$ cat src/shared/clk_ctrl_pkg.sv
// Constants, register map and types shared by the clock controller files.
// Assumes a 32-bit APB slave on pclk and oscillator/PLL events sampled on pclk.
package clk_ctrl_pkg;
   // Register byte offsets.
   localparam logic [11:0] off_divider   = 12'h000;
   localparam logic [11:0] off_control   = 12'h004;
   localparam logic [11:0] off_status    = 12'h008;
   localparam logic [11:0] off_freq_meas = 12'h00c;
   // Divider field positions and widths.
   localparam int ref_div_lsb  = 0;
   localparam int ref_div_w    = 4;
   localparam int mult_lsb     = 8;
   localparam int mult_w       = 6;
   // Control bit positions.
   localparam int ctl_auto      = 0;
   localparam int ctl_acq       = 1;
   localparam int ctl_pll_on    = 2;
   localparam int ctl_pll_sel   = 3;
   localparam int ctl_lock_ie   = 4;
   localparam int ctl_cm_en     = 5;
   localparam int ctl_scm_en    = 6;
   // Status bit positions.
   localparam int st_lock       = 0;
   localparam int st_track      = 1;
   localparam int st_lock_irq   = 2;
   localparam int st_scm        = 3;
   localparam int st_check_busy = 4;
   localparam int st_osc_ok     = 5;
   localparam int st_ext_clk    = 6;
   localparam int st_switching  = 7;
   localparam int st_cm_fail    = 8;
   // Reset values.
   localparam logic [31:0] divider_reset = 32'h0000_0000;
   localparam logic [6:0]  control_reset = 7'h63;
   // Clock switch: 4 oscillator plus 4 PLL cycles.
   localparam int          switch_osc_cycles = 4;
   localparam int          switch_pll_cycles = 4;
   localparam logic [3:0]  switch_len = 4'(switch_osc_cycles + switch_pll_cycles);
   // Quality check window and threshold.
   localparam int          check_window_vco = 50000;
   localparam logic [12:0] osc_ok_edges     = 13'h1000;
   // Clock monitor RC delay in nanoseconds and its pclk count (longest time, rounded down).
   localparam int          cm_delay_ns     = 1000;
   localparam int          clk_period_ns   = 10;
   localparam logic [7:0]  cm_delay_cycles = 8'(cm_delay_ns / clk_period_ns);

   typedef enum logic [1:0]
   {
      sw_idle    = 2'b00,
      sw_freeze  = 2'b01,
      sw_swap    = 2'b11
   } switch_state_t;
endpackage

$ cat src/shared/clk_div_if.sv
// Bundle between the controller top and its clock-event helpers.
// Assumes all signals are pclk-domain single-cycle strobes or levels.
interface clk_div_if;
   logic       osc_edge;
   logic       vco_edge;
   logic [3:0] ref_div;
   logic [5:0] mult;
   logic       ref_tick;
   logic       fb_tick;
   logic       check_start;
   logic       check_busy;
   logic       osc_ok;
   logic       check_fail;
   modport ctrl (output osc_edge, vco_edge, ref_div, mult, check_start,
                 input ref_tick, fb_tick, check_busy, osc_ok, check_fail);
   modport divs (input osc_edge, vco_edge, ref_div, mult, output ref_tick, fb_tick);
   modport qual (input osc_edge, vco_edge, check_start,
                 output check_busy, osc_ok, check_fail);
endinterface

$ cat src/core/pll_dividers.sv
// Reference and feedback dividers, clocked by pclk and fed edge strobes.
// Assumes oscillator and VCO edges arrive already synchronised.
module pll_dividers
(
   // Clock and reset
   input  wire logic  pclk,
   input  wire logic  presetn,
   // Divider bundle
   clk_div_if.divs    d
);
   typedef struct packed
   {
      logic [3:0] ref_cnt;
      logic [6:0] fb_cnt;
      logic       ref_tick;
      logic       fb_tick;
   } div_state_t;

   div_state_t s_q;
   div_state_t s_d;
   logic [6:0] fb_last;

   always_comb
   begin
      s_d = s_q;
      s_d.ref_tick = 1'b0;
      s_d.fb_tick = 1'b0;
      fb_last = {d.mult, 1'b1};
      if (d.osc_edge)
      begin
         if (s_q.ref_cnt >= d.ref_div) // see RL1
         begin
            s_d.ref_cnt = 4'h0;
            s_d.ref_tick = 1'b1;
         end
         else
            s_d.ref_cnt = s_q.ref_cnt + 4'h1;
      end
      if (d.vco_edge)
      begin
         if (s_q.fb_cnt >= fb_last) // see RL2
         begin
            s_d.fb_cnt = 7'h00;
            s_d.fb_tick = 1'b1;
         end
         else
            s_d.fb_cnt = s_q.fb_cnt + 7'h01;
      end
   end

   always_ff @(posedge pclk or negedge presetn)
   begin
      if (!presetn)
         s_q <= '0;
      else
         s_q <= s_d;
   end

   assign d.ref_tick = s_q.ref_tick;
   assign d.fb_tick = s_q.fb_tick;
endmodule

$ cat src/core/clock_quality_checker.sv
// Counts oscillator edges inside a window of minimum-frequency VCO cycles.
// Assumes edge strobes are synchronised pclk pulses.
module clock_quality_checker
#(
   parameter int unsigned window_cycles = 50000
)
(
   // Clock and reset
   input  wire logic  pclk,
   input  wire logic  presetn,
   // Checker bundle
   clk_div_if.qual    q
);
   typedef struct packed
   {
      logic        busy;
      logic        ok;
      logic        fail;
      logic [15:0] vco_cnt;
      logic [12:0] osc_cnt;
   } chk_state_t;

   chk_state_t s_q;
   chk_state_t s_d;

   always_comb
   begin
      s_d = s_q;
      s_d.fail = 1'b0;
      if (q.check_start)
      begin
         s_d = '0;
         s_d.busy = 1'b1; // see RL20
      end
      else if (s_q.busy)
      begin
         if (q.osc_edge && s_q.osc_cnt != clk_ctrl_pkg::osc_ok_edges)
            s_d.osc_cnt = s_q.osc_cnt + 13'h0001; // see RL21
         if (q.vco_edge)
         begin
            if (s_q.vco_cnt == 16'(window_cycles - 1))
            begin
               if (s_d.osc_cnt >= clk_ctrl_pkg::osc_ok_edges) // see RL21
               begin
                  s_d.busy = 1'b0;
                  s_d.ok = 1'b1;
               end
               else
                  s_d.fail = 1'b1; // Window restarts; see RL25
               s_d.vco_cnt = 16'h0000;
               s_d.osc_cnt = 13'h0000;
            end
            else
               s_d.vco_cnt = s_q.vco_cnt + 16'h0001;
         end
      end
   end

   always_ff @(posedge pclk or negedge presetn)
   begin
      if (!presetn)
         s_q <= '0;
      else
         s_q <= s_d;
   end

   assign q.check_busy = s_q.busy;
   assign q.osc_ok = s_q.ok;
   assign q.check_fail = s_q.fail;
endmodule

$ cat src/core/clock_controller.sv
// Digital control of a PLL clock generator with an APB register file.
// Assumes oscillator, VCO and pin signals are asynchronous and synchronised here.
// Notes on behaviour
// RL1 - Reference divides oscillator by setting plus one
// RL2 - Feedback divides by twice multiplier plus two
// RL3 - Acquisition mode keeps tracking flag clear
// RL4 - Nearly correct frequency sets tracking
// RL5 - Automatic mode lets detector choose filter
// RL6 - Tracking flag uses two tolerance hysteresis
// RL7 - Lock flag uses two tolerance hysteresis
// RL8 - Lock change raises interrupt when enabled
// RL9 - Manual mode: acquisition bit selects filter
// RL10 - Software sets acquisition before powering PLL
// RL11 - Software waits acquisition and settling times
// RL12 - Software selects PLL only while locked
// RL13 - Select bit drives system clock from PLL
// RL14 - Power-off ignored while PLL selected
// RL15 - Switch freezes clocks, eight cycles maximum
// RL16 - Self clock mode substitutes minimum PLL
// RL17 - Bus clock pin follows bus clock
// RL18 - External select pin latched leaving reset
// RL19 - Monitor timeout flags failure, self-clock or reset
// RL20 - Check starts on reset, wake, failure
// RL21 - Count 4096 edges in 50000 cycles
// RL22 - Keep PLL, regulator on during check
// RL23 - Self clock entry clears PLL select
// RL24 - Good oscillator leaves self clock mode
// RL25 - Failed window restarts the check
module clock_controller
(
   // Clock and reset
   input  wire logic        pclk,
   input  wire logic        presetn,
   // APB slave
   input  wire logic        psel,
   input  wire logic        penable,
   input  wire logic        pwrite,
   input  wire logic [11:0] paddr,
   input  wire logic [31:0] pwdata,
   output logic      [31:0] prdata,
   output logic             pready,
   output logic             pslverr,
   // Asynchronous clock observations and pins
   input  wire logic        oscillator_clock,
   input  wire logic        pll_output_clock,
   input  wire logic        external_clock_select_pin,
   input  wire logic        lock_in_window,
   input  wire logic        lock_out_window,
   input  wire logic        track_in_window,
   input  wire logic        track_out_window,
   input  wire logic        full_stop_wake,
   // Clock tree control
   output logic             main_system_clock_from_pll,
   output logic             clocks_frozen,
   output logic             self_clock_mode,
   output logic             external_clock_mode,
   output logic             filter_acquisition,
   output logic             pll_enable,
   output logic             voltage_regulator_enable,
   output logic             bus_clock_output_pin,
   output logic             lock_irq,
   output logic             clock_monitor_reset,
   output logic [3:0]       ref_tick_count,
   output logic             ref_clock_tick,
   output logic             fb_clock_tick
);
   localparam int nsync = 8;

   typedef struct packed
   {
      logic [nsync-1:0]            s1;
      logic [nsync-1:0]            s2;
      logic [nsync-1:0]            s3;
      logic [3:0]                  ref_div;
      logic [5:0]                  mult;
      logic [6:0]                  ctl;
      logic                        lock;
      logic                        track;
      logic                        lock_irq;
      logic                        scm;
      logic                        cm_fail;
      logic                        cm_reset;
      logic                        cm_event;
      logic                        ext_mode;
      logic [2:0]                  rst_seen;
      logic                        sel_active;
      clk_ctrl_pkg::switch_state_t sw;
      logic [3:0]                  sw_cnt;
      logic [7:0]                  cm_cnt;
      logic                        bus_div;
      logic [3:0]                  ref_ticks;
      logic [31:0]                 rdata;
   } ctl_state_t;

   ctl_state_t s_q;
   ctl_state_t s_d;
   clk_div_if  bus ();

   logic [nsync-1:0] raw_in;
   logic [nsync-1:0] rise;
   logic             wr;
   logic             rd;
   logic             auto_mode;
   logic             filter_acq;
   logic             lock_next;

   function automatic logic hit(input logic [11:0] a, input logic [11:0] off);
      hit = (a[11:2] == off[11:2]);
   endfunction

   assign raw_in = {full_stop_wake, track_out_window, track_in_window, lock_out_window,
                    lock_in_window, external_clock_select_pin, pll_output_clock,
                    oscillator_clock};
   // Edges are taken between the second and third stage only.
   assign rise = s_q.s2 & ~s_q.s3;
   assign wr = psel && penable && pwrite;
   assign rd = psel && !penable && !pwrite;
   assign auto_mode = s_q.ctl[clk_ctrl_pkg::ctl_auto];

   assign bus.osc_edge = rise[0];
   assign bus.vco_edge = rise[1];
   assign bus.ref_div = s_q.ref_div;
   assign bus.mult = s_q.mult;
   assign bus.check_start = (rise[7] && !s_q.scm) || s_q.cm_event
                            || (!s_q.rst_seen[0]);

   pll_dividers u_div
   (
      .pclk    (pclk),
      .presetn (presetn),
      .d       (bus)
   );

   clock_quality_checker #(.window_cycles(clk_ctrl_pkg::check_window_vco)) u_chk
   (
      .pclk    (pclk),
      .presetn (presetn),
      .q       (bus)
   );

   always_comb
   begin
      s_d = s_q;
      s_d.s1 = raw_in;
      s_d.s2 = s_q.s1;
      s_d.s3 = s_q.s2;
      s_d.rst_seen = {s_q.rst_seen[1:0], 1'b1};
      s_d.cm_reset = 1'b0;
      s_d.cm_event = 1'b0;
      filter_acq = 1'b1;
      lock_next = s_q.lock;
      // The synchronised pin is valid from the third edge after release.
      if (s_q.rst_seen == 3'b011)
         s_d.ext_mode = s_q.s2[2]; // see RL18
      // Lock hysteresis: set inside lock tolerance, clear outside unlock tolerance.
      if (rise[3] || s_q.s2[3])
         lock_next = 1'b1; // see RL7
      else if (s_q.s2[4])
         lock_next = 1'b0; // see RL7
      s_d.lock = lock_next;
      if (auto_mode)
      begin
         if (s_q.s2[5])
            s_d.track = 1'b1; // see RL6
         else if (s_q.s2[6])
            s_d.track = 1'b0; // see RL6
         filter_acq = !s_d.track; // see RL5
      end
      else
      begin
         filter_acq = s_q.ctl[clk_ctrl_pkg::ctl_acq]; // see RL9
         s_d.track = !filter_acq; // see RL4
      end
      if (filter_acq)
         s_d.track = 1'b0; // see RL3
      if (s_q.ctl[clk_ctrl_pkg::ctl_lock_ie] && (lock_next != s_q.lock))
         s_d.lock_irq = 1'b1; // see RL8
      if (bus.ref_tick)
         s_d.ref_ticks = s_q.ref_ticks + 4'h1;
      // Clock monitor: missing oscillator edges for the RC delay.
      if (!s_q.ctl[clk_ctrl_pkg::ctl_cm_en] || rise[0])
         s_d.cm_cnt = 8'h00;
      else if (s_q.cm_cnt != clk_ctrl_pkg::cm_delay_cycles)
         s_d.cm_cnt = s_q.cm_cnt + 8'h01;
      if (s_d.cm_cnt == clk_ctrl_pkg::cm_delay_cycles && s_q.cm_cnt != s_d.cm_cnt && !s_q.scm)
      begin
         s_d.cm_fail = 1'b1; // see RL19
         s_d.cm_event = 1'b1;
         if (s_q.ctl[clk_ctrl_pkg::ctl_scm_en])
         begin
            s_d.scm = 1'b1; // see RL16
            s_d.ctl[clk_ctrl_pkg::ctl_pll_sel] = 1'b0; // see RL23
         end
         else
            s_d.cm_reset = 1'b1; // see RL19
      end
      if (bus.osc_ok && s_q.scm)
      begin
         s_d.scm = 1'b0; // see RL24
         s_d.ctl[clk_ctrl_pkg::ctl_pll_sel] = 1'b0; // see RL24
      end
      // APB writes; a set from hardware in this cycle beats a clear.
      if (wr && hit(paddr, clk_ctrl_pkg::off_divider))
      begin
         s_d.ref_div = pwdata[clk_ctrl_pkg::ref_div_lsb +: clk_ctrl_pkg::ref_div_w];
         s_d.mult = pwdata[clk_ctrl_pkg::mult_lsb +: clk_ctrl_pkg::mult_w];
      end
      if (wr && hit(paddr, clk_ctrl_pkg::off_control))
      begin
         s_d.ctl = pwdata[6:0];
         if (s_d.scm)
            s_d.ctl[clk_ctrl_pkg::ctl_pll_sel] = 1'b0; // see RL23
         if (s_q.ctl[clk_ctrl_pkg::ctl_pll_sel])
            s_d.ctl[clk_ctrl_pkg::ctl_pll_on] = 1'b1; // see RL14
      end
      if (wr && hit(paddr, clk_ctrl_pkg::off_status))
      begin
         if (pwdata[clk_ctrl_pkg::st_lock_irq] && !(s_d.lock_irq && !s_q.lock_irq))
            s_d.lock_irq = 1'b0;
         if (pwdata[clk_ctrl_pkg::st_cm_fail] && !(s_d.cm_fail && !s_q.cm_fail))
            s_d.cm_fail = 1'b0;
      end
      // Glitch-free switch: freeze, count, then swap the source.
      case (s_q.sw)
         clk_ctrl_pkg::sw_idle:
         begin
            if (s_d.ctl[clk_ctrl_pkg::ctl_pll_sel] != s_q.sel_active)
            begin
               s_d.sw = clk_ctrl_pkg::sw_freeze;
               s_d.sw_cnt = 4'h0;
            end
         end
         clk_ctrl_pkg::sw_freeze:
         begin
            s_d.sw_cnt = s_q.sw_cnt + 4'h1;
            if (s_q.sw_cnt == clk_ctrl_pkg::switch_len - 4'h2)
               s_d.sw = clk_ctrl_pkg::sw_swap; // see RL15
         end
         clk_ctrl_pkg::sw_swap:
         begin
            s_d.sel_active = s_q.ctl[clk_ctrl_pkg::ctl_pll_sel]; // see RL13
            s_d.sw = clk_ctrl_pkg::sw_idle;
         end
         default:
            s_d.sw = clk_ctrl_pkg::sw_idle;
      endcase
      s_d.bus_div = (s_q.scm ? rise[1] : rise[0]) ? !s_q.bus_div : s_q.bus_div; // see RL16
      s_d.rdata = 32'h0000_0000;
      if (rd)
      begin
         if (hit(paddr, clk_ctrl_pkg::off_divider))
            s_d.rdata = {18'h00000, s_q.mult, 4'h0, s_q.ref_div};
         else if (hit(paddr, clk_ctrl_pkg::off_control))
            s_d.rdata = {25'h0000000, s_q.ctl};
         else if (hit(paddr, clk_ctrl_pkg::off_status))
            s_d.rdata = {23'h000000, s_q.cm_fail, s_q.sw != clk_ctrl_pkg::sw_idle,
                         s_q.ext_mode, bus.osc_ok, bus.check_busy, s_q.scm,
                         s_q.lock_irq, s_q.track, s_q.lock};
         else if (hit(paddr, clk_ctrl_pkg::off_freq_meas))
            s_d.rdata = {28'h0000000, s_q.ref_ticks};
      end
   end

   always_ff @(posedge pclk or negedge presetn)
   begin
      if (!presetn)
      begin
         s_q <= '0;
         s_q.ctl <= clk_ctrl_pkg::control_reset;
      end
      else
         s_q <= s_d;
   end

   assign prdata = s_q.rdata;
   assign pready = 1'b1;
   assign pslverr = psel && penable && !(hit(paddr, clk_ctrl_pkg::off_divider)
                    || hit(paddr, clk_ctrl_pkg::off_control)
                    || hit(paddr, clk_ctrl_pkg::off_status)
                    || hit(paddr, clk_ctrl_pkg::off_freq_meas));
   assign main_system_clock_from_pll = s_q.sel_active && !s_q.scm; // see RL13
   assign clocks_frozen = (s_q.sw != clk_ctrl_pkg::sw_idle); // see RL15
   assign self_clock_mode = s_q.scm;
   assign external_clock_mode = s_q.ext_mode;
   assign filter_acquisition = !s_q.track;
   // The checker needs a running VCO even when software has the PLL off.
   assign pll_enable = s_q.ctl[clk_ctrl_pkg::ctl_pll_on] || bus.check_busy || s_q.scm; // see RL22
   assign voltage_regulator_enable = 1'b1 || bus.check_busy; // see RL22
   assign bus_clock_output_pin = s_q.bus_div && !clocks_frozen; // see RL17
   assign lock_irq = s_q.lock_irq;
   assign clock_monitor_reset = s_q.cm_reset;
   assign ref_tick_count = s_q.ref_ticks;
   assign ref_clock_tick = bus.ref_tick;
   assign fb_clock_tick = bus.fb_tick;
endmodule

$ cat config.mk
export PLATFORM = sky130hd
export DESIGN_NAME = clock_controller
export DESIGN_NICKNAME = d
export VERILOG_FILES = /design/src/shared/clk_ctrl_pkg.sv /design/src/shared/clk_div_if.sv /design/src/core/pll_dividers.sv /design/src/core/clock_quality_checker.sv /design/src/core/clock_controller.sv
export SDC_FILE = /design/constraint.sdc
export NUM_CORES = 1
export LEC_CHECK = 0
export BUFFER_PORTS_ARGS = -buffer_cell sky130_fd_sc_hd__buf_2
export CORE_UTILIZATION = 40
export CTS_CLUSTER_DIAMETER = 50
export DETAILED_ROUTE_END_ITERATION = 10
export GPL_TIMING_DRIVEN = 0
export MAX_ROUTING_LAYER = met4
export PLACE_DENSITY = 0.57
export RECOVER_POWER = 25
export SLEW_MARGIN = 20
export SYNTH_ARGS = -nofsm -noshare
export SYNTH_HDL_FRONTEND = slang
export SYNTH_SLANG_ARGS = --single-unit
$ cat constraint.sdc
create_clock -name pclk -period 3.6 [get_ports pclk]
set_input_delay 0.36 -clock pclk [delete_from_list [all_inputs] [get_ports pclk]]
set_output_delay 0.36 -clock pclk [all_outputs]
set_load 0.005 [all_outputs]
==> key figures, run 1 <==
Place
  • Pre-CTS setup slack: approximately 1.1 ns
  • Post-DP HPWL: ~8.7 mm
  • Placed inst area: 6843 sq um
  • Buffers on Ports: 64
  • Placer Congestion: 0.8263

Drt
  • WL final: around 12 mm
  • First-pass iteration count of the detailed router: 4
  • Initial DRC count: 300
  • Vias per cell: 5.020
  • Final ANT Viol Nets: 0
  • Residual DRC count: 0
  • Total number of vias: 4563
  • DR WL/cell: 13.50 microns

STA
  • Count of final hold-check violations: 0
  • Worst Slack Setup Final: 1.147 ns
  • # setup viols final: 0
  • Tightest Pin Transition: roughly 0.7 ns
  • Tmin final: 2.453 ns
  • Slew margin rel.: 53.53%
  • Max Freq: 0.4076 GHz
  • Slew Limit Fails: 0
  • Worst Skew: 0.006809 ns
  • Hold WS: 0.04713 ns
  • TNS Setup: 0 ns
  • RSZ-0062 raised after global routing: false
  • Period utilization: between 60% and 70%

Flow run
  • # Max-Cap Violations: 0

Global routing
  • GR Layer Usage met2: 27.23%
  • First-pass GRT wire length: 21.05 mm
  • Initial antenna violation count: 0
  • Largest net degree at the start of global routing: 83
  • Number of global-route vias before repair: 4433
  • Met1 usage: about a fifth
  • Total GRT Usage: 17.45%
  • Met3 usage: 4.588%
  • Busiest grt layer: met2
  • Grt total ovfl: 0

Clock network
  • Clk buf depth: 2
  • H-tree depth: 4
  • Clock root cell: clkbuf_16
  • Worst skew pair latency: 0.42 ns
  • CTS clk-pin slew, worst paths: approximately 0.050 ns
  • Num CTS Buffers: 17
  • # Post-CTS Setup Buffers: 0
  • CTS tree: built
  • Total clock sinks: ~130

Final layout
  • Antenna diode count: 0
  • Share of cells above drive strength 1: a little over a fifth
  • Fillers: 1420
  • Fin nets: 785
  • Layout area overhead: 19.89%
  • Final instance area: 7407 sq um

Die
  • Core area: ~15000 sq um
  • I/O pin cnt: 107
  • Die height: 126.3 microns
  • FP Rows: 45
  • Area of the die: 15950 sq um
  • Initial Utilization: 40.79%
  • Chip width: 126.3 microns

Pwr
  • Final Total Pwr: 3735 uW
  • Power per cell area: roughly 500 nW/um^2
  • Cell leakage power: 0.003556 uW
  • VDD IR max: 359.3 uV

Logic synthesis
  • Largest area contributor in the netlist: dfrtp_1
  • Post-synth ARST share: 100.0%
  • EDFF count, synth: 0
  • FF+latch count, synth: 125
  • Synth area leaders: dfrtp_1 (49%), buf_4 (4.6%), ha_1 (4.1%), nand2_1 (3.4%), nor2_1 (3.2%)
  • Synth Instances: roughly 600
  • Post-synthesis sequential area ratio: 50.71%
  • Synth Flop Type: dfrtp_1
  • Number of unique standard cell types used by synthesis: 60
  • Synthesis Warnings: 0
  • Top-area cell type share of the netlist area: 49.01%
  • Avg Synthesized Cell Area: 10.23 sq um
  • Post-Syn Area: 6178 sq um

Setup path
  • Crit-path max FO: 8
  • Setup CP Type: reg2reg
  • FF-to-FF Start: s_q[38]$_DFF_PN0_
  • Worst Path Required: 3.90 ns
  • Critical path launch point: s_q[38]$_DFF_PN0_
  • Crit end category: flop
  • Startpoint Class: flop
  • CP Data Arrival Time: about 2.8 ns

Status
  • Status: finished, final reports clean

Min path
  • Min-delay src: full_stop_wake
  • Hold Path Class: in2reg
-- repair_timing --
| action | in CTS | in global routing |
|---|---|---|
| resized for setup | 0 | 0 |
| hold buffers | 1 | 0 |
| endpoints found under the hold margin | 43 | 0 |
-- worst max-delay path, stage by stage, from the launching register on --
cell and delay, ns:
dfrtp_1 0.48, ha_1 0.28, nand4_1 0.13, or3_1 0.34, a21oi_2 0.19, nor4bb_4 0.40, a21oi_4 0.12, xnor2_2 0.17
a31o_1 0.22
-- flip-flops by register name, summed over array words and instances, names as in the netlist --
name / flops
prdata: 14
s_d: 18
u_chk.s_q: 29
bus.mult: 6
u_div.s_q: 11
u_chk.q.osc_ok: 1
self_clock_mode: 1
u_div.d.ref_tick: 1
s_q: 30
external_clock_mode: 1
u_div.d.fb_tick: 1
auto_mode: 1
ref_tick_count: 4
clock_monitor_reset: 1
bus.ref_div: 4
lock_irq: 1
u_chk.q.check_busy: 1
-- routing by layer --
layer | vias to the layer above | part of all wire [%]
met3 | 19 | 4.4
met5 | - | 0
met2 | 97 | 47
li1 | 2247 | -
met1 | 2200 | 47
met4 | 0 | 2.1
-- cell type report --
class,instances,area (sq um),area share [%]
flip-flops and latches,125,3133,42.30
multi-input cells,418,2671,36.06
clock buffers,24,461.7,6.233
repair buffers,66,367.9,4.966
plain buffers,51,336.6,4.544
well taps,188,235.2,3.176
inverters,29,108.9,1.470
clock inverters,8,92.59,1.250
-- layout by cell type, fill, tap and decap left out, types with 8 or more instances in the layout --
cell       synthesis  final
a21o_1            10     10
a21oi_1           16     16
and3_1             8      8
buf_2              2     65
buf_4             38     38
clkbuf_1          10     16
clkbuf_16          0     17
conb_1             2     21
dfrtp_1          121    121
ha_1              20     20
inv_1             29     29
mux2_1            10     10
mux2i_1           14     14
nand2_1           56     56
nand3_1           22     22
nor2_1            53     53
nor2b_1           15     15
nor3_1            10     10
o21ai_0           26     26
o21ai_1           24     24
xnor2_1           11     11
xor2_1             8      8
-- final timing paths --
check	depth (start not counted)	end	slack [ns]
max	8	s_q[47]$_DFFE_PN0P_	1.15
min	1	s_d[95]$_DFF_PN0_	0.05
max reg2reg	8	s_q[47]$_DFFE_PN0P_	1.15
min reg2reg	0	s_d[84]$_DFF_PN0_	0.34
max in group asynchronous	3	s_q[64]$_DFFE_PN1P_	2.43
min in group asynchronous	2	bus.mult[5]$_DFFE_PN0P_	0.43
-- power by group --
part | internal [uW] | total, uW | leakage (uW) | switching (uW)
logic | 247 | 490 | 0.00166 | 243
clock network | 1030 | 1610 | 0.000272 | 584
registers | 1510 | 1630 | 0.00162 | 120
-- logic make-up (layout without fill, tap and decap cells) --
logic type,count (synthesis),count (layout),share of synthesized area (%)
simple gates,216,216,18.23
flops,125,125,50.71
compound gates,110,110,11.36
buf+inv,80,178,7.209
mux,31,31,5.367
fa+ha+maj,20,20,4.050
xor+xnor,20,20,2.957
other cells,2,21,0.1216
-- synth_stat cells (6+ instances only) --
cell and count:
nor3_1 10, and3_1 8, mux2_2 7, dfrtp_1 121
nand4_1 7, inv_1 29, mux2_1 10, nand2_1 56
nor2_1 53, nand2b_1 7, o21ai_0 26, o21ai_1 24
o31ai_1 7, xnor2_1 11, nand3_1 22, and2_1 6
or3_1 6, a21oi_1 16, nor2b_1 15, mux2i_1 14
a21o_1 10, xor2_1 8, ha_1 20, clkbuf_1 10
buf_4 38
-- per-stage QoR --
step / util, % / instances
detailed placement: 45.18 / 876
CTS: 48.91 / 909
floorplan: - / 623
finish: 48.91 / 909
global route: 48.91 / 909
global placement: 44.93 / 875
Note: power is estimated with default switching activity, not from simulation.
==> run 2, diff against run 1 <==
--- a/config.mk
+++ b/config.mk
@@ -5,13 +5,14 @@
 export SDC_FILE = /design/constraint.sdc
 export NUM_CORES = 1
 export LEC_CHECK = 0
+export ABC_AREA = 1
 export BUFFER_PORTS_ARGS = -buffer_cell sky130_fd_sc_hd__buf_2
 export CORE_UTILIZATION = 40
 export CTS_CLUSTER_DIAMETER = 50
 export DETAILED_ROUTE_END_ITERATION = 10
 export GPL_TIMING_DRIVEN = 0
 export MAX_ROUTING_LAYER = met4
-export PLACE_DENSITY = 0.57
+export PLACE_DENSITY = 0.59
 export RECOVER_POWER = 25
 export SLEW_MARGIN = 20
 export SYNTH_ARGS = -nofsm -noshare
==> constraint.sdc (replaced) <==
create_clock -name pclk -period 2.25 [get_ports pclk]
set_input_delay 0.225 -clock pclk [delete_from_list [all_inputs] [get_ports pclk]]
set_output_delay 0.225 -clock pclk [all_outputs]
set_load 0.005 [all_outputs]
==> run 2 against run 1 <==
Against the previous run: first-iteration DRC count fell by 34%; final area rose by 6.5%; clock-buffer cell count fell by 2; register-to-register slack got worse by 1.1 ns; utilization rose by 2.6 points; area after synthesis rose by 2.6%; critical path type unchanged; largest cell class unchanged; largest power group unchanged.
==> key figures, run 2 <==
Final layout
  • Layout area overhead: 24.42%
  • Footprint of the multi-input gates: ~2700 sq um
  • Share of cells above drive strength 1: 24.97%
  • Most frequent cells in the layout: dfrtp_1 (121), nand2_1 (108), inv_1 (96)
  • Register area: between 3000 and 4000 sq um
  • Max reg flops: 30
  • Largest register by flop count: s_q
  • Antenna diode count: 0
  • Fin nets: between 900 and 1000
  • Final instance area: 7885 sq um
  • Commonest non-fill, non-tap cell in the layout: dfrtp_1
  • Fillers: 1447

Pwr
  • Clock share of power: 40.5%
  • Switching power: 1553 uW
  • Internal: approximately 4200 uW
  • Sequential power share: approximately 46%
  • Final Total Pwr: 5775 uW
  • Power per cell area: 732.3 nW/um^2
  • Combinational Power Share: 13.8%
  • Cell leakage power: 0.003944 uW
  • Sw Ratio: 26.90%
  • VDD IR max: 589.4 uV

Place
  • Placed inst area: 7036 sq um
  • Placer Congestion: 0.8467
  • Post-DP HPWL: 9.784 mm
  • Buffers on Ports: 65

Global routing
  • Largest net degree at the start of global routing: between 70 and 80
  • Grt total ovfl: 0
  • Total GRT Usage: between 10% and 20%
  • Number of global-route vias before repair: around 4700
  • Initial antenna violation count: 0
  • First-pass GRT wire length: 22.52 mm

Drt
  • Vias per cell: between 4 and 5
  • Total number of vias: 5081
  • Initial DRC count: 199
  • DR WL/cell: ~13 microns
  • Final ANT Viol Nets: 0
  • Residual DRC count: 0
  • First-pass iteration count of the detailed router: 5
  • WL final: approximately 14 mm

Logic synthesis
  • Mux contribution to synthesized area: less than 1%
  • Post-synth ARST share: 100.0%
  • Post-Syn Area: approximately 6300 sq um
  • Synth Instances: 733
  • FF+latch count, synth: 125
  • Top-area cell type share of the netlist area: 47.78%
  • Synth top cells by count: dfrtp_1 (121), nand2_1 (113), inv_1 (104)
  • EDFF count, synth: 0
  • Largest area contributor in the netlist: dfrtp_1
  • Synth Area in Compound Gates: 9.753%
  • Largest family of logic cells by synthesized area: simple AND/OR/NAND/NOR gates
  • Xor-xnor portion of the synthesized cell area: 2.349%
  • Post-Synth Adder-Cell Area: 3.949%
  • Most common cell in the netlist: dfrtp_1
  • Synth Flop Type: dfrtp_1
  • Simple-Gate Fraction of Synth Area: 22.45%
  • Avg Synthesized Cell Area: just under 9 sq um
  • Number of unique standard cell types used by synthesis: 46
  • Synthesis Warnings: 0
  • Post-synthesis sequential area ratio: around half
  • Synth area leaders: dfrtp_1 (48%), nand2_1 (6.7%), inv_1 (6.2%), buf_4 (4.7%), nor2_1 (4.2%)

STA
  • Hold WS: 0.02942 ns
  • Tightest Pin Transition: 1.291 ns
  • Slew Limit Fails: 0
  • Tmin final: 2.231 ns
  • RSZ-0062 raised after global routing: true
  • Max Freq: 0.4483 GHz
  • Worst Skew: 0.008901 ns
  • Count of final hold-check violations: 0
  • Slew margin rel.: between 10 and 15%
  • # setup viols final: 0
  • Period utilization: 99.15%

Flow run
  • # Max-Cap Violations: 0

Clock network
  • CTS clk-pin slew, worst paths: roughly 0.06 ns
  • Num CTS Buffers: 17
  • Total clock sinks: 125
  • CTS tree: built
  • H-tree depth: 4
  • Clock root cell: clkbuf_16
  • Worst skew pair latency: 0.41 ns
  • Clk buf depth: 2

Setup path
  • CP Cell Sequence: inv_2 -> ha_4 -> nand2_4 -> nor2_4 -> nand2_4 -> nand2_4 -> nand2_2 -> nand2_1 -> nand3_1 -> nor2_1 -> nand2_1 -> nand3_2 -> nand4_1 -> nand2_2 -> nand2_2 -> nand3_2 -> nand2_4 -> nand2_1 -> nand2_1
  • Worst path top cell family by delay: simple AND/OR/NAND/NOR gates
  • CP bufs+invs: 1
  • Crit end category: flop
  • Startpoint Class: flop
  • Crit path largest cell delay: 0.43 ns
  • FF-to-FF Start: s_q[38]$_DFF_PN0_
  • WP depth: 19
  • CP Data Arrival Time: roughly 2.5 ns
  • CP max-delay cell: dfrtp_1
  • Capturing point of the worst reg2reg path: s_q[45]$_DFFE_PN0P_
  • Setup CP Type: reg2reg
  • Reg2Reg Depth: 19
  • R2R setup slack: 0.02 ns
  • Crit-path max FO: 7
  • Worst Path Required: 2.55 ns

Die
  • Die height: 127.9 microns
  • Area of the die: 16350 sq um
  • Core area: 15310 sq um
  • Initial Utilization: between 40% and 50%
  • Chip width: 127.9 microns
  • I/O pin cnt: 107
  • FP Rows: 45

Min path
  • WHS Endpoint: s_q[69]$_DFFE_PN1P_
  • WHS Path Cells: 3
  • Min-delay src: pwdata[6]
  • Hold Path Class: in2reg

Status
  • Status: finished, final reports clean
[run 2: changes by cell type after synthesis, moves of 13 or more]
| cell | change |
|---|---|
| inv_1 | +75 |
| nand2_1 | +57 |
| o21ai_0 | +25 |
| nand3_1 | +24 |
| o21ai_1 | -24 |
| nor2_1 | +18 |
| nor2b_1 | -15 |
| mux2i_1 | -14 |
| nor3_1 | +13 |
[run 2: worst reg2reg max path: cells and delay by family, from the launching register on]
family	cells	cell delay (ns)
DFF	1	0.43
adders and majority gates	1	0.14
buffers and inverters	1	0.11
and+or+nand+nor	17	1.44
[run 2: power groups by stage]
stage	combinational [uW]	sequential, uW	clock, uW
final	798	2640	2340
after global routing	930	2670	2500
after CTS	789	2640	2410
after detailed placement	756	2670	0
after global placement	731	2670	0
after floorplan	508	2620	0
[run 2: worst max-delay path by stage]
stage	from	end
finish	s_q[38]$_DFF_PN0_	s_q[45]$_DFFE_PN0P_
global route	s_q[37]$_DFF_PN0_	s_q[45]$_DFFE_PN0P_
CTS	s_q[37]$_DFF_PN0_	s_q[45]$_DFFE_PN0P_
detailed placement	s_d[81]$_DFF_PN0_	u_chk.s_q[21]$_DFFE_PN0P_
global placement	presetn	s_d[88]$_DFF_PN0_
floorplan	s_q[38]$_DFF_PN0_	s_q[47]$_DFFE_PN0P_
[run 2: kinds of logic (layout without fill, tap and decap cells)]
kind of cell / Yosys count / in the layout
compound gates: 107 / 107
other cells: 2 / 21
simple gates: 306 / 306
fa+ha+maj: 20 / 20
buf+inv: 154 / 279
xor+xnor: 17 / 17
mux: 2 / 2
flops: 125 / 125
[run 2: cell type report]
class                   count  share of cell area (%)
flip-flops and latches    125                   39.73
multi-input cells         473                   33.72
repair buffers             95                   7.521
clock buffers              22                   5.760
inverters                 108                   5.205
plain buffers              46                   4.126
well taps                 211                   3.348
clock inverters             8                  0.5871
[run 2: per-stage QoR]
step           util, %  instances  TNS [ns]  worst slack (ns)
2_1_floorplan        -        752         0            0.2268
4_1_cts          50.32       1075         0          0.002734
6_report         51.49       1088         0           0.01916
3_5_place_dp     45.94       1029   -0.3804          -0.06847
5_1_grt          51.49       1088   -0.7526           -0.1679
3_3_place_gp     45.69       1028    -89.86           -0.7533
[run 2: routing by layer]
| layer | GRT usage, % | wire (microns) |
|---|---|---|
| met2 | 27.43 | 6191 |
| met4 | 6.021 | 150 |
| met1 | 24.51 | 6833 |
| met3 | 4.382 | 556 |
| met5 | - | 0 |
[run 2: timing repair]
action	in CTS	in global routing
pin swaps	6	17
endpoints found under the setup margin	14	27
hold buffers	9	0
resized for setup	11	30
setup buffers	7	13
hold endpoints to repair	55	0
